$ cat src/shared/ctr_pkg.sv
`default_nettype none
package ctr_pkg;
  // ****************************************
  // Bus and word widths
  // ****************************************
  localparam int DATA_W = 32;
  localparam int WORD_W = 16;
  localparam int ADDR_W = 8;
  localparam int CMD_W = 6;
  // ****************************************
  // Register byte offsets
  // ****************************************
  localparam logic [7:0] OFF_CTR_WORD0 = 8'h00;
  localparam logic [7:0] OFF_CTR_PRESET = 8'h04;
  localparam logic [7:0] OFF_CTR_ACC = 8'h08;
  localparam logic [7:0] OFF_SCAN_CMD = 8'h0c;
  localparam logic [7:0] OFF_TMR_WORD0 = 8'h10;
  localparam logic [7:0] OFF_TMR_ACC = 8'h14;
  localparam logic [7:0] OFF_CTL_WORD0 = 8'h18;
  localparam logic [7:0] OFF_CTL_POS = 8'h1c;
  localparam logic [7:0] OFF_SCAN_CNT = 8'h20;
  // ****************************************
  // Counter word 0 fields
  // ****************************************
  localparam int BIT_UP_EN = 15;
  localparam int BIT_DN_EN = 14;
  localparam int BIT_DONE = 13;
  localparam int BIT_WRAP_HI = 12;
  localparam int BIT_WRAP_LO = 11;
  // ****************************************
  // Scan command fields and targets
  // ****************************************
  localparam int BIT_SCAN_UP = 0;
  localparam int BIT_SCAN_DN = 1;
  localparam int BIT_SCAN_CLR = 2;
  localparam int TGT_LSB = 4;
  localparam logic [1:0] TGT_COUNTER = 2'h0;
  localparam logic [1:0] TGT_TIMER = 2'h1;
  localparam logic [1:0] TGT_CONTROL = 2'h2;
  // ****************************************
  // Values and clear masks
  // ****************************************
  localparam logic [15:0] ACC_MAX = 16'h7fff;
  localparam logic [15:0] ACC_MIN = 16'h8000;
  localparam logic [15:0] WORD_RESET = 16'h0000;
  localparam logic [15:0] TMR_CLEAR_MASK = 16'he000;
  localparam logic [15:0] CTL_CLEAR_MASK = 16'hfc00;
endpackage : ctr_pkg
`default_nettype wire

$ cat src/shared/counter_link_if.sv
`timescale 1ns/100ps
`default_nettype none
interface counter_link_if;
  import ctr_pkg::*;
  logic scan;
  logic up_rung;
  logic dn_rung;
  logic clr;
  logic [WORD_W-1:0] preset;
  logic [WORD_W-1:0] acc;
  logic [WORD_W-1:0] word0;
  modport ctrl (output scan, up_rung, dn_rung, clr, preset, input acc, word0);
  modport core (input scan, up_rung, dn_rung, clr, preset, output acc, word0);
endinterface : counter_link_if
`default_nettype wire

$ cat src/logic/retentive_up_down_counter.sv
// Decided for this implementation: the APB interface to the registers and the register offsets.
`timescale 1ns/100ps
`default_nettype none
// How it works
// - Rising up rung adds one
// - Rising down rung subtracts one
// - Up past top wraps, sets high flag
// - Down past bottom wraps, sets low flag
// - Done while count at or above preset
// - Up enable flag mirrors up rung
// - Down enable flag mirrors down rung
// - Flags and count kept between scans
// - Clear with false rung changes nothing
// - Counter clear zeroes count and flags
// - Clear also serves timer and control elements
// - Element is status, preset, count words
// - Count and preset are signed sixteen bit
// - Counting continues beyond the preset
module retentive_up_down_counter
(
  // Clock, reset and enable
  input wire logic pclk,
  input wire logic presetn,
  input wire logic ce,
  // APB slave
  input wire logic psel,
  input wire logic penable,
  input wire logic pwrite,
  input wire logic [ctr_pkg::ADDR_W-1:0] paddr,
  input wire logic [ctr_pkg::DATA_W-1:0] pwdata,
  output logic [ctr_pkg::DATA_W-1:0] prdata,
  output logic pready,
  output logic pslverr,
  // Status
  output logic done_out
);
  import ctr_pkg::*;

  // ****************************************
  // Declarations
  // ****************************************
  typedef enum logic {ap_idle, ap_ack} apb_st_e;

  function automatic logic is_reg(input logic [ADDR_W-1:0] a, input logic [7:0] off);
    is_reg = (a == off);
  endfunction : is_reg

  counter_link_if link ();

  apb_st_e st_r, st_nxt;
  logic [DATA_W-1:0] prdata_r;
  logic pready_r, pslverr_r, done_out_r;
  logic [WORD_W-1:0] preset_r;
  logic [WORD_W-1:0] tmr_word0_r, tmr_acc_r;
  logic [WORD_W-1:0] ctl_word0_r, ctl_pos_r;
  logic [WORD_W-1:0] scan_cnt_r;
  logic [CMD_W-1:0] cmd_r;
  logic scan_r;

  // ****************************************
  // Address decode
  // ****************************************
  logic hit_ctr0, hit_preset, hit_acc, hit_scan, hit_tmr0, hit_tacc, hit_ctl0, hit_pos, hit_cnt;
  logic mapped, access_en, finish, take_write;
  logic [WORD_W-1:0] rd_word;
  logic [1:0] target;
  logic clr_go, clr_tmr, clr_ctl;
  logic [WORD_W-1:0] tmr_word0_nxt, tmr_acc_nxt, ctl_word0_nxt, ctl_pos_nxt, preset_nxt;

  assign hit_ctr0 = is_reg(paddr, OFF_CTR_WORD0);
  assign hit_preset = is_reg(paddr, OFF_CTR_PRESET);
  assign hit_acc = is_reg(paddr, OFF_CTR_ACC);
  assign hit_scan = is_reg(paddr, OFF_SCAN_CMD);
  assign hit_tmr0 = is_reg(paddr, OFF_TMR_WORD0);
  assign hit_tacc = is_reg(paddr, OFF_TMR_ACC);
  assign hit_ctl0 = is_reg(paddr, OFF_CTL_WORD0);
  assign hit_pos = is_reg(paddr, OFF_CTL_POS);
  assign hit_cnt = is_reg(paddr, OFF_SCAN_CNT);
  assign mapped = |{hit_ctr0, hit_preset, hit_acc, hit_scan, hit_tmr0, hit_tacc, hit_ctl0,
                    hit_pos, hit_cnt};

  // ****************************************
  // Read selection
  // ****************************************
  assign rd_word = hit_ctr0 ? link.word0 :
                   hit_preset ? preset_r :
                   hit_acc ? link.acc :
                   hit_scan ? {10'h000, cmd_r} :
                   hit_tmr0 ? tmr_word0_r :
                   hit_tacc ? tmr_acc_r :
                   hit_ctl0 ? ctl_word0_r :
                   hit_pos ? ctl_pos_r :
                   hit_cnt ? scan_cnt_r : WORD_RESET;

  // ****************************************
  // APB handshake
  // ****************************************
  assign access_en = psel && penable;
  assign finish = access_en && pready_r && (st_r == ap_ack);
  assign take_write = finish && pwrite && mapped;
  assign st_nxt = (st_r == ap_idle && access_en) ? ap_ack : ap_idle;

  always_ff @(posedge pclk or negedge presetn)
  begin
    if (!presetn)
    begin
      st_r <= ap_idle;
      pready_r <= 1'b0;
      pslverr_r <= 1'b0;
      prdata_r <= '0;
    end
    else if (ce)
    begin
      st_r <= st_nxt;
      pready_r <= (st_nxt == ap_ack);
      pslverr_r <= (st_nxt == ap_ack) && !mapped;
      prdata_r <= (st_nxt == ap_ack && !pwrite) ? {16'h0000, rd_word} : '0;
    end
  end

  // ****************************************
  // Scan command and clear steering
  // ****************************************
  assign target = cmd_r[TGT_LSB +: 2];
  assign clr_go = scan_r && cmd_r[BIT_SCAN_CLR];
  assign clr_tmr = clr_go && (target == TGT_TIMER);
  assign clr_ctl = clr_go && (target == TGT_CONTROL);

  assign link.scan = scan_r;
  assign link.up_rung = cmd_r[BIT_SCAN_UP];
  assign link.dn_rung = cmd_r[BIT_SCAN_DN];
  assign link.clr = cmd_r[BIT_SCAN_CLR] && (target == TGT_COUNTER);
  assign link.preset = preset_r;

  always_ff @(posedge pclk or negedge presetn)
  begin
    if (!presetn)
    begin
      scan_r <= 1'b0;
      cmd_r <= '0;
      scan_cnt_r <= WORD_RESET;
    end
    else if (ce)
    begin
      scan_r <= take_write && hit_scan;
      if (take_write && hit_scan)
        cmd_r <= pwdata[CMD_W-1:0];
      if (scan_r)
        scan_cnt_r <= scan_cnt_r + 16'h0001;
    end
  end

  // ****************************************
  // Preset, timer and control elements
  // ****************************************
  assign preset_nxt = (take_write && hit_preset) ? pwdata[WORD_W-1:0] : preset_r;
  assign tmr_word0_nxt = clr_tmr ? (tmr_word0_r & ~TMR_CLEAR_MASK) :
                         (take_write && hit_tmr0) ? pwdata[WORD_W-1:0] : tmr_word0_r;
  assign tmr_acc_nxt = clr_tmr ? WORD_RESET :
                       (take_write && hit_tacc) ? pwdata[WORD_W-1:0] : tmr_acc_r;
  assign ctl_word0_nxt = clr_ctl ? (ctl_word0_r & ~CTL_CLEAR_MASK) :
                         (take_write && hit_ctl0) ? pwdata[WORD_W-1:0] : ctl_word0_r;
  assign ctl_pos_nxt = clr_ctl ? WORD_RESET :
                       (take_write && hit_pos) ? pwdata[WORD_W-1:0] : ctl_pos_r;

  always_ff @(posedge pclk or negedge presetn)
  begin
    if (!presetn)
    begin
      preset_r <= WORD_RESET;
      tmr_word0_r <= WORD_RESET;
      tmr_acc_r <= WORD_RESET;
      ctl_word0_r <= WORD_RESET;
      ctl_pos_r <= WORD_RESET;
    end
    else if (ce)
    begin
      preset_r <= preset_nxt;
      tmr_word0_r <= tmr_word0_nxt;
      tmr_acc_r <= tmr_acc_nxt;
      ctl_word0_r <= ctl_word0_nxt;
      ctl_pos_r <= ctl_pos_nxt;
    end
  end

  // ****************************************
  // Counter element
  // ****************************************
  counter_core u_core
  (
    .pclk (pclk),
    .presetn (presetn),
    .ce (ce),
    .link (link.core)
  );

  always_ff @(posedge pclk or negedge presetn)
  begin
    if (!presetn)
      done_out_r <= 1'b0;
    else if (ce)
      done_out_r <= link.word0[BIT_DONE];
  end

  assign prdata = prdata_r;
  assign pready = pready_r;
  assign pslverr = pslverr_r;
  assign done_out = done_out_r;
endmodule : retentive_up_down_counter
`default_nettype wire

$ cat src/logic/counter_core.sv
`timescale 1ns/100ps
`default_nettype none
module counter_core
(
  // Clock, reset and enable
  input wire logic pclk,
  input wire logic presetn,
  input wire logic ce,
  // Scan side
  counter_link_if.core link
);
  import ctr_pkg::*;

  // ****************************************
  // Counting step
  // ****************************************
  function automatic logic [WORD_W:0] step(input logic [WORD_W-1:0] v, input logic up);
    logic [WORD_W-1:0] r;
    r = up ? v + 16'h0001 : v - 16'h0001;
    step = {(up ? (v == ACC_MAX) : (v == ACC_MIN)), r};
  endfunction : step

  logic [WORD_W-1:0] acc_r;
  logic ov_r, un_r, done_r, cu_r, cd_r;
  logic up_edge, dn_edge;
  logic [WORD_W:0] after_up, after_dn;
  logic [WORD_W-1:0] acc_nxt;

  assign up_edge = link.up_rung && !cu_r;
  assign dn_edge = link.dn_rung && !cd_r;
  assign after_up = up_edge ? step(acc_r, 1'b1) : {1'b0, acc_r};
  assign after_dn = dn_edge ? step(after_up[WORD_W-1:0], 1'b0) : {1'b0, after_up[WORD_W-1:0]};
  assign acc_nxt = link.clr ? WORD_RESET : after_dn[WORD_W-1:0];

  // ****************************************
  // Element state, changed only by a scan
  // ****************************************
  always_ff @(posedge pclk or negedge presetn)
  begin
    if (!presetn)
    begin
      acc_r <= WORD_RESET;
      {ov_r, un_r, done_r, cu_r, cd_r} <= 5'h00;
    end
    else if (ce && link.scan)
    begin
      acc_r <= acc_nxt;
      ov_r <= !link.clr && (ov_r || after_up[WORD_W]);
      un_r <= !link.clr && (un_r || after_dn[WORD_W]);
      done_r <= !link.clr && ($signed(acc_nxt) >= $signed(link.preset));
      cu_r <= !link.clr && link.up_rung;
      cd_r <= !link.clr && link.dn_rung;
    end
  end

  assign link.acc = acc_r;
  assign link.word0 = {cu_r, cd_r, done_r, ov_r, un_r, 11'h000};
endmodule : counter_core
`default_nettype wire

$ cat config.mk
export PLATFORM = sky130hd
export DESIGN_NAME = retentive_up_down_counter
export DESIGN_NICKNAME = d
export VERILOG_FILES = /design/src/shared/ctr_pkg.sv /design/src/shared/counter_link_if.sv /design/src/logic/retentive_up_down_counter.sv /design/src/logic/counter_core.sv
export SDC_FILE = /design/constraint.sdc
export NUM_CORES = 1
export LEC_CHECK = 0
export BUFFER_PORTS_ARGS = -buffer_cell sky130_fd_sc_hd__buf_2
export CELL_PAD_IN_SITES_DETAIL_PLACEMENT = 0
export CELL_PAD_IN_SITES_GLOBAL_PLACEMENT = 1
export CORE_ASPECT_RATIO = 1.25
export CORE_UTILIZATION = 40
export DETAILED_ROUTE_END_ITERATION = 12
export HOLD_SLACK_MARGIN = 0.12
export PLACE_DENSITY = 0.81
export SETUP_SLACK_MARGIN = 0.15
export SYNTH_ARGS = -nofsm -noshare
export SYNTH_HDL_FRONTEND = slang
export SYNTH_SLANG_ARGS = --single-unit
$ cat constraint.sdc
create_clock -name pclk -period 5.3 [get_ports pclk]
set_input_delay 1.325 -clock pclk [delete_from_list [all_inputs] [get_ports pclk]]
set_output_delay 1.325 -clock pclk [all_outputs]
set_load 0.05 [all_outputs]
==> results of run 1 <==
synthesized netlist by cell type, drive strengths merged, types with 10 or more instances:
library cell and instances:
mux2 22, inv 34, a22o 42, nand2 121, clkbuf 48, nand3 20, dfrtp 143, buf 24
nor2 78, a21oi 74, xnor2 29, o21ai 63, nor3 11, ha 19, mux2i 10, nand4 11
a22oi 17, xor2 11
power breakdown:
group / switching [uW] / internal, uW / total (uW)
clock network: 489 / 786 / 1280
registers: 1.06 / 1090 / 1090
logic: 108 / 26.9 / 135
final cells by class:
| class | count | area (um2) | share of cell area [%] |
|---|---|---|---|
| flip-flops and latches | 143 | 3578 | 38.55 |
| multi-input cells | 677 | 4227 | 45.54 |
| inverters | 36 | 135.1 | 1.456 |
| clock inverters | 14 | 192.7 | 2.076 |
| well taps | 270 | 337.8 | 3.640 |
| clock buffers | 18 | 429.2 | 4.624 |
| repair buffers | 66 | 381.6 | 4.112 |
layer usage:
layer | wire, um | vias to the layer above | track usage (%)
met2 | 11770 | 187 | 39.72
met1 | 10200 | 3401 | 29.17
met3 | 877 | 39 | 3.154
li1 | - | 3286 | -
met4 | 687 | 0 | 10.19
met5 | 0 | - | 0
cell families after synthesis:
group,count (synthesis)
AO/OA/AOI/OAI,266
XOR/XNOR,40
adder cells (fa/ha/maj),19
buffers and inverters,108
flip-flops,143
multiplexers,32
other,1
AND/OR/NAND/NOR,304
through the flow:
step	hold WS (ns)	utilization [%]	setup WS (ns)	instance area, um2
after floorplan	0.4404	-	1.815	8305
after global placement	0.4534	42.92	1.061	8660
after detailed placement	0.4577	42.92	1.014	8660
after CTS	0.4724	46.01	1.143	9281
after global routing	0.4814	46.01	0.8312	9281
final	0.4725	46.01	1.114	9281
layout by cell type (no fill, tap or decap), drive strengths merged, types with 7 or more instances in the layout:
master  instances
dfrtp         143
ha             19
mux2i          10
inv            34
xor2           11
o21ai          63
nor3           11
nor4            8
clkinv          9
o31ai           8
mux2           22
nand4          11
xnor2          29
nand2         121
a21oi          74
nand3          20
conb           16
a22o           42
nand2b          9
buf            66
o22ai           7
clkbuf         18
and3            9
a22oi          17
nor2           78
path summary, 6_finish.rpt:
path,startpoint,endpoint,slack (ns)
worst min register to register,ctl_word0_r[6],ctl_word0_r[6],0.47
worst max register to register,u_core.link.acc[0],u_core.done_r,1.11
worst max-delay path,u_core.link.acc[0],u_core.done_r,1.11
max in group asynchronous,presetn,prdata[10],3.34
min in group asynchronous,presetn,ctl_pos_r[2],0.97
worst min-delay path,ctl_word0_r[6],ctl_word0_r[6],0.47
flip-flops by register name (all words and copies together), names as in the netlist, 6 cells and up:
signal,count
tmr_word0_r,16
scan_cnt_r,16
cmd_r,6
ctl_pos_r,16
ctl_word0_r,16
tmr_acc_r,16
prdata,16
u_core.link.acc,16
link.preset,16
worst max-delay path, stage by stage (launching register included):
cell      delay, ns
dfrtp_1        0.49
ha_1           0.30
nand3b_1       0.26
xnor2_1        0.32
a211o_2        0.43
a21oi_1        0.44
nand4_1        0.18
xor2_1         0.21
nor2_1         0.07
ha_1           0.31
nand3_1        0.10
nor3_1         0.30
o21ai_0        0.13
a21oi_1        0.19
o21ai_0        0.10
a221oi_1       0.26
==> run_results.csv, run 1 <==
group,metric,value,unit
clock_network,clock_path_buffers,2,
yosys,yosysWarnings,0,
global_route,wire_length_of_the_first_global_routing_pass,36890,um
yosys,synthesized_area_divided_by_synthesized_cell_count,9.035,um2
global_route,antenna_found_initial,0,
yosys,synth_top_flop_cell,"dfrtp_1",
yosys,postSynth.asyncResetShare,100.0,%
sta,fmax,238.9,MHz
yosys,synth.mux.area_fraction,4.217,%
cells_and_area,antenna-diode-count,0,
sta,setup_tns,0,ns
cells_and_area,area_delta_synth_final,12.51,%
drt,vias,6913,
power,power_leakage,0.004289,uW
drt,post_drt_wl_per_cell,19.23,um
clock_network,clkSinkCount,143,
hold_path,worstHoldPathType,"flop to flop",
die,ios,81,
yosys,synth_area,0.008249,mm2
sta,rsz_0062_raised_after_global_routing,"no",
die,fp-row-count,58,
sta,final.min_clock_period,4.186,ns
yosys,seq_area_frac_synth,43.38,%
sta,setup-violations-final,0,
global_route,grt_max_degree,91,
clock_network,clk-insertion-delay-late,0.44,ns
setup_path,path_class,"flop to flop",
cells_and_area,final_cell_count_no_fill,1224,
setup_path,startpoint_type,"flop",
yosys,netlist_top_cells_area,"dfrtp_1, nand2_1, a21oi_1",
setup_path,worst_setup_path_end_kind,"flop",
yosys,synth_cells,913,
sta,finalClockSkew,0.009786,ns
clock_network,cts_tree,"built",
power,vdd.ir_drop.worst,0.1693,mV
sta,max-slew-margin-rel,38.62,%
place,hpwlAfterDp,17070,um
yosys,synth_edf_count,0,
clock_network,clk_transition_reported_paths,0.07,ns
cells_and_area,drive_above_1_share,14.15,%
setup_path,cp.required,5.64,ns
die,die_w,130.4,um
clock_network,cts_repair_resize_count,0,
place,portBuffers,48,
sta,worst_slew_pin_slew,0.9184,ns
global_route,vias_in_the_first_global_route,6653,
drt,routed_via_density,5.648,
cells_and_area,fillerInstances,2010,
run,max_cap_violations,0,
setup_path,critical_path.max_fanout,8,
yosys,synth.top_cell.area_share,43.38,%
sta,slew_limit_fails,0,
power,powerDensity,269.9,mW/mm2
power,final_total_power,2505,uW
status,outcome,"finished clean",
global_route,grt_remaining_overflow,0,
yosys,post_synth_and_or_nand_nor_area_fraction,17.52,%
place,globalplace.congestion,0.8441,
clock_network,cts_root_buf,"clkbuf_16",
sta,hold_viol,0,
clock_network,cts.hold.buffers_added,0,
drt,drt_iter0_drc,525,
yosys,synth.largest_area_cell,"dfrtp_1",
die,die_y,162.6,um
drt,detail_route.drc_violations,0,
drt,route.final.wire_length,23530,um
global_route,globalRouteTotalUtil,23.29,%
cells_and_area,design.final.nets,1006,
drt,drt_pre_antenna_iters,5,
place,placed_cells,1192,
yosys,ys_ff_latch,143,
setup_path,critPathArrivalTime,4.52,ns
setup_path,worstRegToRegCells,15,
yosys,synth_top_family_by_area,"compound AO/OA/AOI/OAI gates",
die,starting_utilization_of_the_core_area,40.89,%
yosys,synth-xor-area-share,4.247,%
clock_network,cts.htree.levels,4,
die,dieArea,0.02120,mm2
yosys,synth-compound-area-share,21.54,%
yosys,ys_types,71,
drt,remaining_antenna_violation_count,0,
clock_network,setup_fix_bufs_post_cts,0,
yosys,yosys.area_share.adder,2.882,%
die,core_area,0.02017,mm2
sta,period_share,78.97,%
hold_path,min_delay_path_depth,2,
clock_network,numCtsBuffers,17,
Note: power is estimated with default switching activity, not from simulation.
==> run 2, diff against run 1 <==
--- a/config.mk
+++ b/config.mk
@@ -12,7 +12,7 @@
 export CORE_UTILIZATION = 40
 export DETAILED_ROUTE_END_ITERATION = 12
 export HOLD_SLACK_MARGIN = 0.12
-export PLACE_DENSITY = 0.81
+export PLACE_DENSITY = 0.83
 export SETUP_SLACK_MARGIN = 0.15
 export SYNTH_ARGS = -nofsm -noshare
 export SYNTH_HDL_FRONTEND = slang
==> constraint.sdc (replaced) <==
create_clock -name pclk -period 3.35 [get_ports pclk]
set_input_delay 0.8375 -clock pclk [delete_from_list [all_inputs] [get_ports pclk]]
set_output_delay 0.8375 -clock pclk [all_outputs]
set_load 0.05 [all_outputs]
==> run 2 against run 1 <==
The flow now finishes with violations (negative setup slack). Sequential cell count is the same. Cell count up 7.2%. Routed wire length is 2.8% higher. Via count grew 4.6%. Critical path type unchanged. Sequential power increased by 59%. Largest power group unchanged. Fmax grew 17%. Final area up 7.3%. Largest cell class unchanged. Die area unchanged.
==> run_results.csv, run 2 (synthesis results as in run 1) <==
group,metric,value,unit
global_route,vias_in_the_first_global_route,7106,
sta,final.setup.worst_slack,-0.2141,ns
drt,post_drt_wl_per_cell,18.45,um
place,globalplace.congestion,0.8819,
cells_and_area,area_delta_synth_final,20.73,%
setup_path,cpMostUsedCell,"o21ai_1",
power,powerDensity,380.7,mW/mm2
setup_path,critPathArrivalTime,3.89,ns
die,core_area,0.02017,mm2
drt,drt_iter0_drc,551,
setup_path,path_class,"flop to flop",
global_route,antenna_found_initial,1,
cells_and_area,drive_above_1_share,22.19,%
drt,detail_route.drc_violations,0,
cells_and_area,most_common_cell_after_layout_fill_and_taps_aside,"dfrtp_1",
global_route,grt_max_degree,76,
sta,setup-violations-final,1,
sta,worst_slew_pin_slew,0.7525,ns
sta,final.min_clock_period,3.564,ns
sta,period_share,106.4,%
run,max_cap_violations,0,
power,final_total_power,3791,uW
global_route,globalRouteTotalUtil,24.34,%
setup_path,startpoint_type,"flop",
sta,rsz_0062_raised_after_global_routing,"yes",
place,portBuffers,48,
setup_path,critical_path.cell_chain,"ha_2 > xor2_1 > or4_4 > a2111oi_4 > a21boi_4 > nand3_4 > o211ai_1 > o31ai_1 > ha_1 > nand2_1 > nor3_2 > o21ai_1 > a21oi_1 > o21ai_1 > a221oi_1",
status,outcome,"finished, violations left",
clock_network,cts.htree.levels,4,
clock_network,clk-insertion-delay-late,0.43,ns
setup_path,critical-path-top-delay-family,"compound AO/OA/AOI/OAI gates",
cells_and_area,layout_common_cells,"dfrtp_1, nand2_1, buf_4, nor2_1, a21oi_1",
clock_network,cts_root_buf,"clkbuf_16",
drt,route.final.wire_length,24200,um
drt,vias,7228,
setup_path,regToRegSetupSlack,-0.21,ns
cells_and_area,fin_area,0.009960,mm2
global_route,wire_length_of_the_first_global_routing_pass,38590,um
setup_path,cp_num_buf_inv,0,
die,dieArea,0.02120,mm2
clock_network,clock_path_buffers,2,
status,violations,"negative setup slack",
drt,remaining_antenna_violation_count,0,
cells_and_area,final_cell_count_no_fill,1312,
sta,max-slew-margin-rel,49.84,%
clock_network,clkSinkCount,143,
setup_path,worstRegToRegCells,15,
sta,finalClockSkew,0.01273,ns
sta,hold_viol,0,
clock_network,cts_tree,"built",
die,die_w,130.4,um
place,placed_cells,1277,
clock_network,cts.hold.buffers_added,0,
cells_and_area,postLayoutCoreUtil,49.37,%
hold_path,worstHoldPathType,"input port to async pin",
die,starting_utilization_of_the_core_area,40.89,%
global_route,grt_remaining_overflow,0,
power,vdd.ir_drop.worst,0.3183,mV
setup_path,critical_path_max_stage_delay,0.45,ns
setup_path,crit_slowest_cell,"or4_4",
setup_path,cell_depth_of_the_worst_setup_path,15,
die,ios,81,
power,power_leakage,0.004731,uW
setup_path,cp.required,3.68,ns
place,hpwlAfterDp,18180,um
drt,routed_via_density,5.509,
clock_network,clk_transition_reported_paths,0.07,ns
sta,fmax,280.6,MHz
die,fp-row-count,58,
drt,drt_pre_antenna_iters,5,
sta,slew_limit_fails,0,
place,placed_area,0.009338,mm2
setup_path,worst_setup_path_end_kind,"flop",
die,die_y,162.6,um
clock_network,numCtsBuffers,17,
setup_path,critical_path.max_fanout,5,
cells_and_area,design.final.nets,1093,
[run 2: cell count changes in the layout (fill, tap and decap cells not counted), sizes merged]
cell    delta
buf       +87
clkinv     -4
diode      +1
clkbuf     -1
inv        +9
bufinv     -4
[run 2: worst paths after layout]
path | from | to
worst max-delay path | u_core.link.acc[0] | u_core.done_r
worst min-delay path | presetn | u_core.link.acc[15]
worst max register to register | u_core.link.acc[0] | u_core.done_r
worst min register to register | ctl_word0_r[5] | ctl_word0_r[5]
max in group asynchronous | presetn | tmr_acc_r[8]
min in group pclk | ctl_word0_r[5] | ctl_word0_r[5]
[run 2: repair_timing]
item	in CTS	in global routing
setup buffers	1	1
resized for setup	6	3
endpoints found under the hold margin	0	0
pin swaps	3	1
cloned	0	0
setup endpoints to repair	1	1
[run 2: routing by layer]
layer,vias up,global-route usage [%],wire length (um)
met3,33,3.252,909
met2,190,42.14,12450
met5,-,0,0
li1,3458,-,-
met4,0,9.300,594
met1,3547,30.53,10250
[run 2: where the power goes]
group / leakage [uW] / switching (uW) / internal, uW / total [uW]
registers: 0.00188 / 1.67 / 1730 / 1730
clock network: 0.000272 / 855 / 986 / 1840
logic: 0.00258 / 171 / 48.3 / 219
total: 0.00473 / 1030 / 2760 / 3790
[run 2: final cells by class]
type / count / area [um2]
antenna: 1 / 2.502
clock buffer: 17 / 425.4
clock inverter: 15 / 142.6
fill: 1962 / 10210
inverter: 36 / 135.1
multi-input combinational: 677 / 4265
sequential: 143 / 3578
tap: 270 / 337.8
timing repair buffer: 153 / 1072
[run 2: through the flow]
stage | setup TNS (ns) | setup slack, ns | hold WS, ns
after floorplan | -0.09120 | -0.09120 | 0.4404
after global placement | -0.2922 | -0.2922 | 0.4522
after detailed placement | -0.3311 | -0.3311 | 0.4578
after CTS | -0.1891 | -0.1891 | 0.4738
after global routing | -0.3747 | -0.3747 | 0.4907
final | -0.2141 | -0.2141 | 0.4516
[run 2: worst reg2reg max path, delay by kind of cell, from the launching register on]
kind | cells | cell delay, ns
and+or+nand+nor | 4 | 0.84
AOI/OAI and AO/OA | 8 | 1.62
adders and majority gates | 2 | 0.50
xor gates and xnor gates | 1 | 0.13
DFF | 1 | 0.38
==> run 3, diff against run 2 <==
--- a/config.mk
+++ b/config.mk
@@ -9,10 +9,10 @@
 export CELL_PAD_IN_SITES_DETAIL_PLACEMENT = 0
 export CELL_PAD_IN_SITES_GLOBAL_PLACEMENT = 1
 export CORE_ASPECT_RATIO = 1.25
-export CORE_UTILIZATION = 40
+export CORE_UTILIZATION = 41
 export DETAILED_ROUTE_END_ITERATION = 12
 export HOLD_SLACK_MARGIN = 0.12
-export PLACE_DENSITY = 0.83
+export PLACE_DENSITY_LB_ADDON = 0.1
 export SETUP_SLACK_MARGIN = 0.15
 export SYNTH_ARGS = -nofsm -noshare
 export SYNTH_HDL_FRONTEND = slang
==> run 3 against run 2 <==
Worst setup slack got worse by 0.11 ns. Sequential cell count unchanged. Fmax shrank 2.9%. Via count is 1.1% higher. Cell count fell by 0.53%. Combinational power is 2% higher. Global-route usage increased by 1.8 points. Routed wire length grew 6.6%. Highest routed layer unchanged. Clock-buffer cell count increased by 4. The flow still finishes with violations (negative setup slack).
==> run_results.csv, run 3 (synthesis results as in run 1) <==
group,metric,value,unit
sta,setup_tns,-0.3206,ns
global_route,wire_length_of_the_first_global_routing_pass,40810,um
clock_network,clk_transition_reported_paths,0.06,ns
cells_and_area,most_common_cell_after_layout_fill_and_taps_aside,"dfrtp_1",
cells_and_area,drive_above_1_share,21.92,%
setup_path,path_class,"flop to flop",
power,powerDensity,375.7,mW/mm2
setup_path,cp.required,3.68,ns
global_route,vias_in_the_first_global_route,7471,
global_route,globalRouteTotalUtil,26.11,%
drt,drt_iter0_drc,458,
setup_path,cpMostUsedCell,"o21ai_1",
sta,rsz_0062_raised_after_global_routing,"yes",
die,starting_utilization_of_the_core_area,42.21,%
place,globalplace.congestion,0.8413,
setup_path,critical_path_max_stage_delay,0.46,ns
setup_path,regToRegSetupSlack,-0.32,ns
clock_network,cts_root_buf,"clkbuf_16",
global_route,antenna_found_initial,0,
sta,setup-violations-final,1,
die,ios,81,
sta,final.setup.worst_slack,-0.3206,ns
setup_path,worst_r2r_startpoint,"u_core.link.acc[0]",
drt,routed_via_density,5.598,
die,core_area,0.01954,mm2
clock_network,clkSinkCount,143,
power,power_leakage,0.004708,uW
sta,period_share,109.6,%
cells_and_area,layout_common_cells,"dfrtp_1, nand2_1, buf_4, nor2_1, a21oi_1",
run,max_cap_violations,0,
clock_network,clock_path_buffers,2,
drt,detail_route.drc_violations,0,
clock_network,cts_tree,"built",
die,dieArea,0.02069,mm2
status,outcome,"finished, violations left",
die,die_w,128.9,um
sta,slew_limit_fails,0,
clock_network,numCtsBuffers,17,
setup_path,worstRegToRegCells,16,
setup_path,worst_setup_path_end_kind,"flop",
sta,hold_viol,0,
setup_path,crit_slowest_cell,"or4_4",
clock_network,clk-insertion-delay-late,0.42,ns
cells_and_area,design.final.nets,1094,
setup_path,critPathArrivalTime,4.00,ns
drt,route.final.wire_length,25810,um
setup_path,critical_path.cell_chain,"ha_2 > xor2_1 > or4_4 > a2111oi_4 > a21boi_4 > buf_4 > nand3_4 > o211ai_1 > o31ai_1 > ha_1 > nand2_1 > nor3_2 > o21ai_1 > a21oi_1 > o21ai_1 > a221oi_2",
setup_path,rr_endpoint,"u_core.done_r",
global_route,grt_max_degree,73,
drt,drt_pre_antenna_iters,5,
drt,post_drt_wl_per_cell,19.78,um
sta,finalClockSkew,0.009180,ns
place,dp_worst_setup_slack,-0.4651,ns
cells_and_area,fin_area,0.009915,mm2
setup_path,startpoint_type,"flop",
status,violations,"negative setup slack",
place,hpwlAfterDp,19660,um
sta,fmax,272.4,MHz
drt,remaining_antenna_violation_count,0,
drt,vias,7306,
setup_path,critical_path.max_fanout,4,
sta,final.min_clock_period,3.671,ns
clock_network,cts.hold.buffers_added,0,
clock_network,cts.htree.levels,4,
sta,max-slew-margin-rel,51.33,%
die,die_y,160.6,um
hold_path,worstHoldPathType,"input port to async pin",
sta,worst_slew_pin_slew,0.7300,ns
cells_and_area,antenna-diode-count,0,
cells_and_area,area_delta_synth_final,20.19,%
place,placed_area,0.009299,mm2
global_route,grt_remaining_overflow,0,
power,vdd.ir_drop.worst,0.3286,mV
die,fp-row-count,57,
place,portBuffers,48,
## run 3: area by class of cell
| cell class | instances | area (um2) |
|---|---|---|
| flip-flops and latches | 143 | 3578 |
| clock inverters | 9 | 90.09 |
| fillers | 1865 | 9627 |
| repair buffers | 154 | 1055 |
| clock buffers | 21 | 450.4 |
| well taps | 265 | 331.6 |
| multi-input cells | 677 | 4274 |
| inverters | 36 | 135.1 |
## run 3: worst max path at each step
stage	slack, ns	to	depth (start not counted)	start
final	-0.32	u_core.done_r	16	u_core.link.acc[0]
after global routing	-0.50	u_core.done_r	16	u_core.link.acc[0]
after CTS	-0.28	u_core.done_r	15	u_core.link.acc[0]
after detailed placement	-0.47	u_core.done_r	18	u_core.link.acc[0]
after global placement	-0.35	u_core.done_r	18	u_core.link.acc[0]
after floorplan	-0.09	u_core.done_r	15	u_core.link.acc[1]
## run 3: layer usage
| layer | track usage [%] | vias up | wire length [um] |
|---|---|---|---|
| met1 | 32.53 | 3617 | 11040 |
| met4 | 9.733 | 0 | 752 |
| met3 | 4.064 | 46 | 974 |
| met2 | 45.16 | 187 | 13040 |
| met5 | 0 | - | 0 |
| li1 | - | 3456 | - |
## run 3: stage by stage
step / total power (uW) / hold WS [ns] / std cells / utilization [%]
floorplan: 1885 / 0.4404 / 928 / -
global placement: 1984 / 0.4526 / 1271 / 47.59
detailed placement: 1988 / 0.4575 / 1271 / 47.59
CTS: 3751 / 0.4545 / 1301 / 50.50
global route: 3847 / 0.4677 / 1305 / 50.74
finish: 3725 / 0.4288 / 1305 / 50.74
## run 3: where the power goes
| group | leakage, uW | switching (uW) | internal, uW |
|---|---|---|---|
| clock | 0.000247 | 737 | 1030 |
| combinational | 0.00258 | 174 | 49.0 |
| sequential | 0.00188 | 1.77 | 1730 |
## run 3: critical path: cells and delay by family (launching register included)
| kind | cells | cell delay, ns |
|---|---|---|
| buffers and inverters | 1 | 0.15 |
| and+or+nand+nor | 4 | 0.81 |
| xor gates and xnor gates | 1 | 0.14 |
| AOI/OAI and AO/OA | 8 | 1.56 |
| DFF | 1 | 0.39 |
| adders and majority gates | 2 | 0.53 |
## run 3: repair_timing
item,CTS,global route
setup endpoints to repair,1,1
gates cloned,0,0
endpoints found under the hold margin,0,0
pin swaps,0,6
setup buffers,0,4
gates resized for setup,7,3
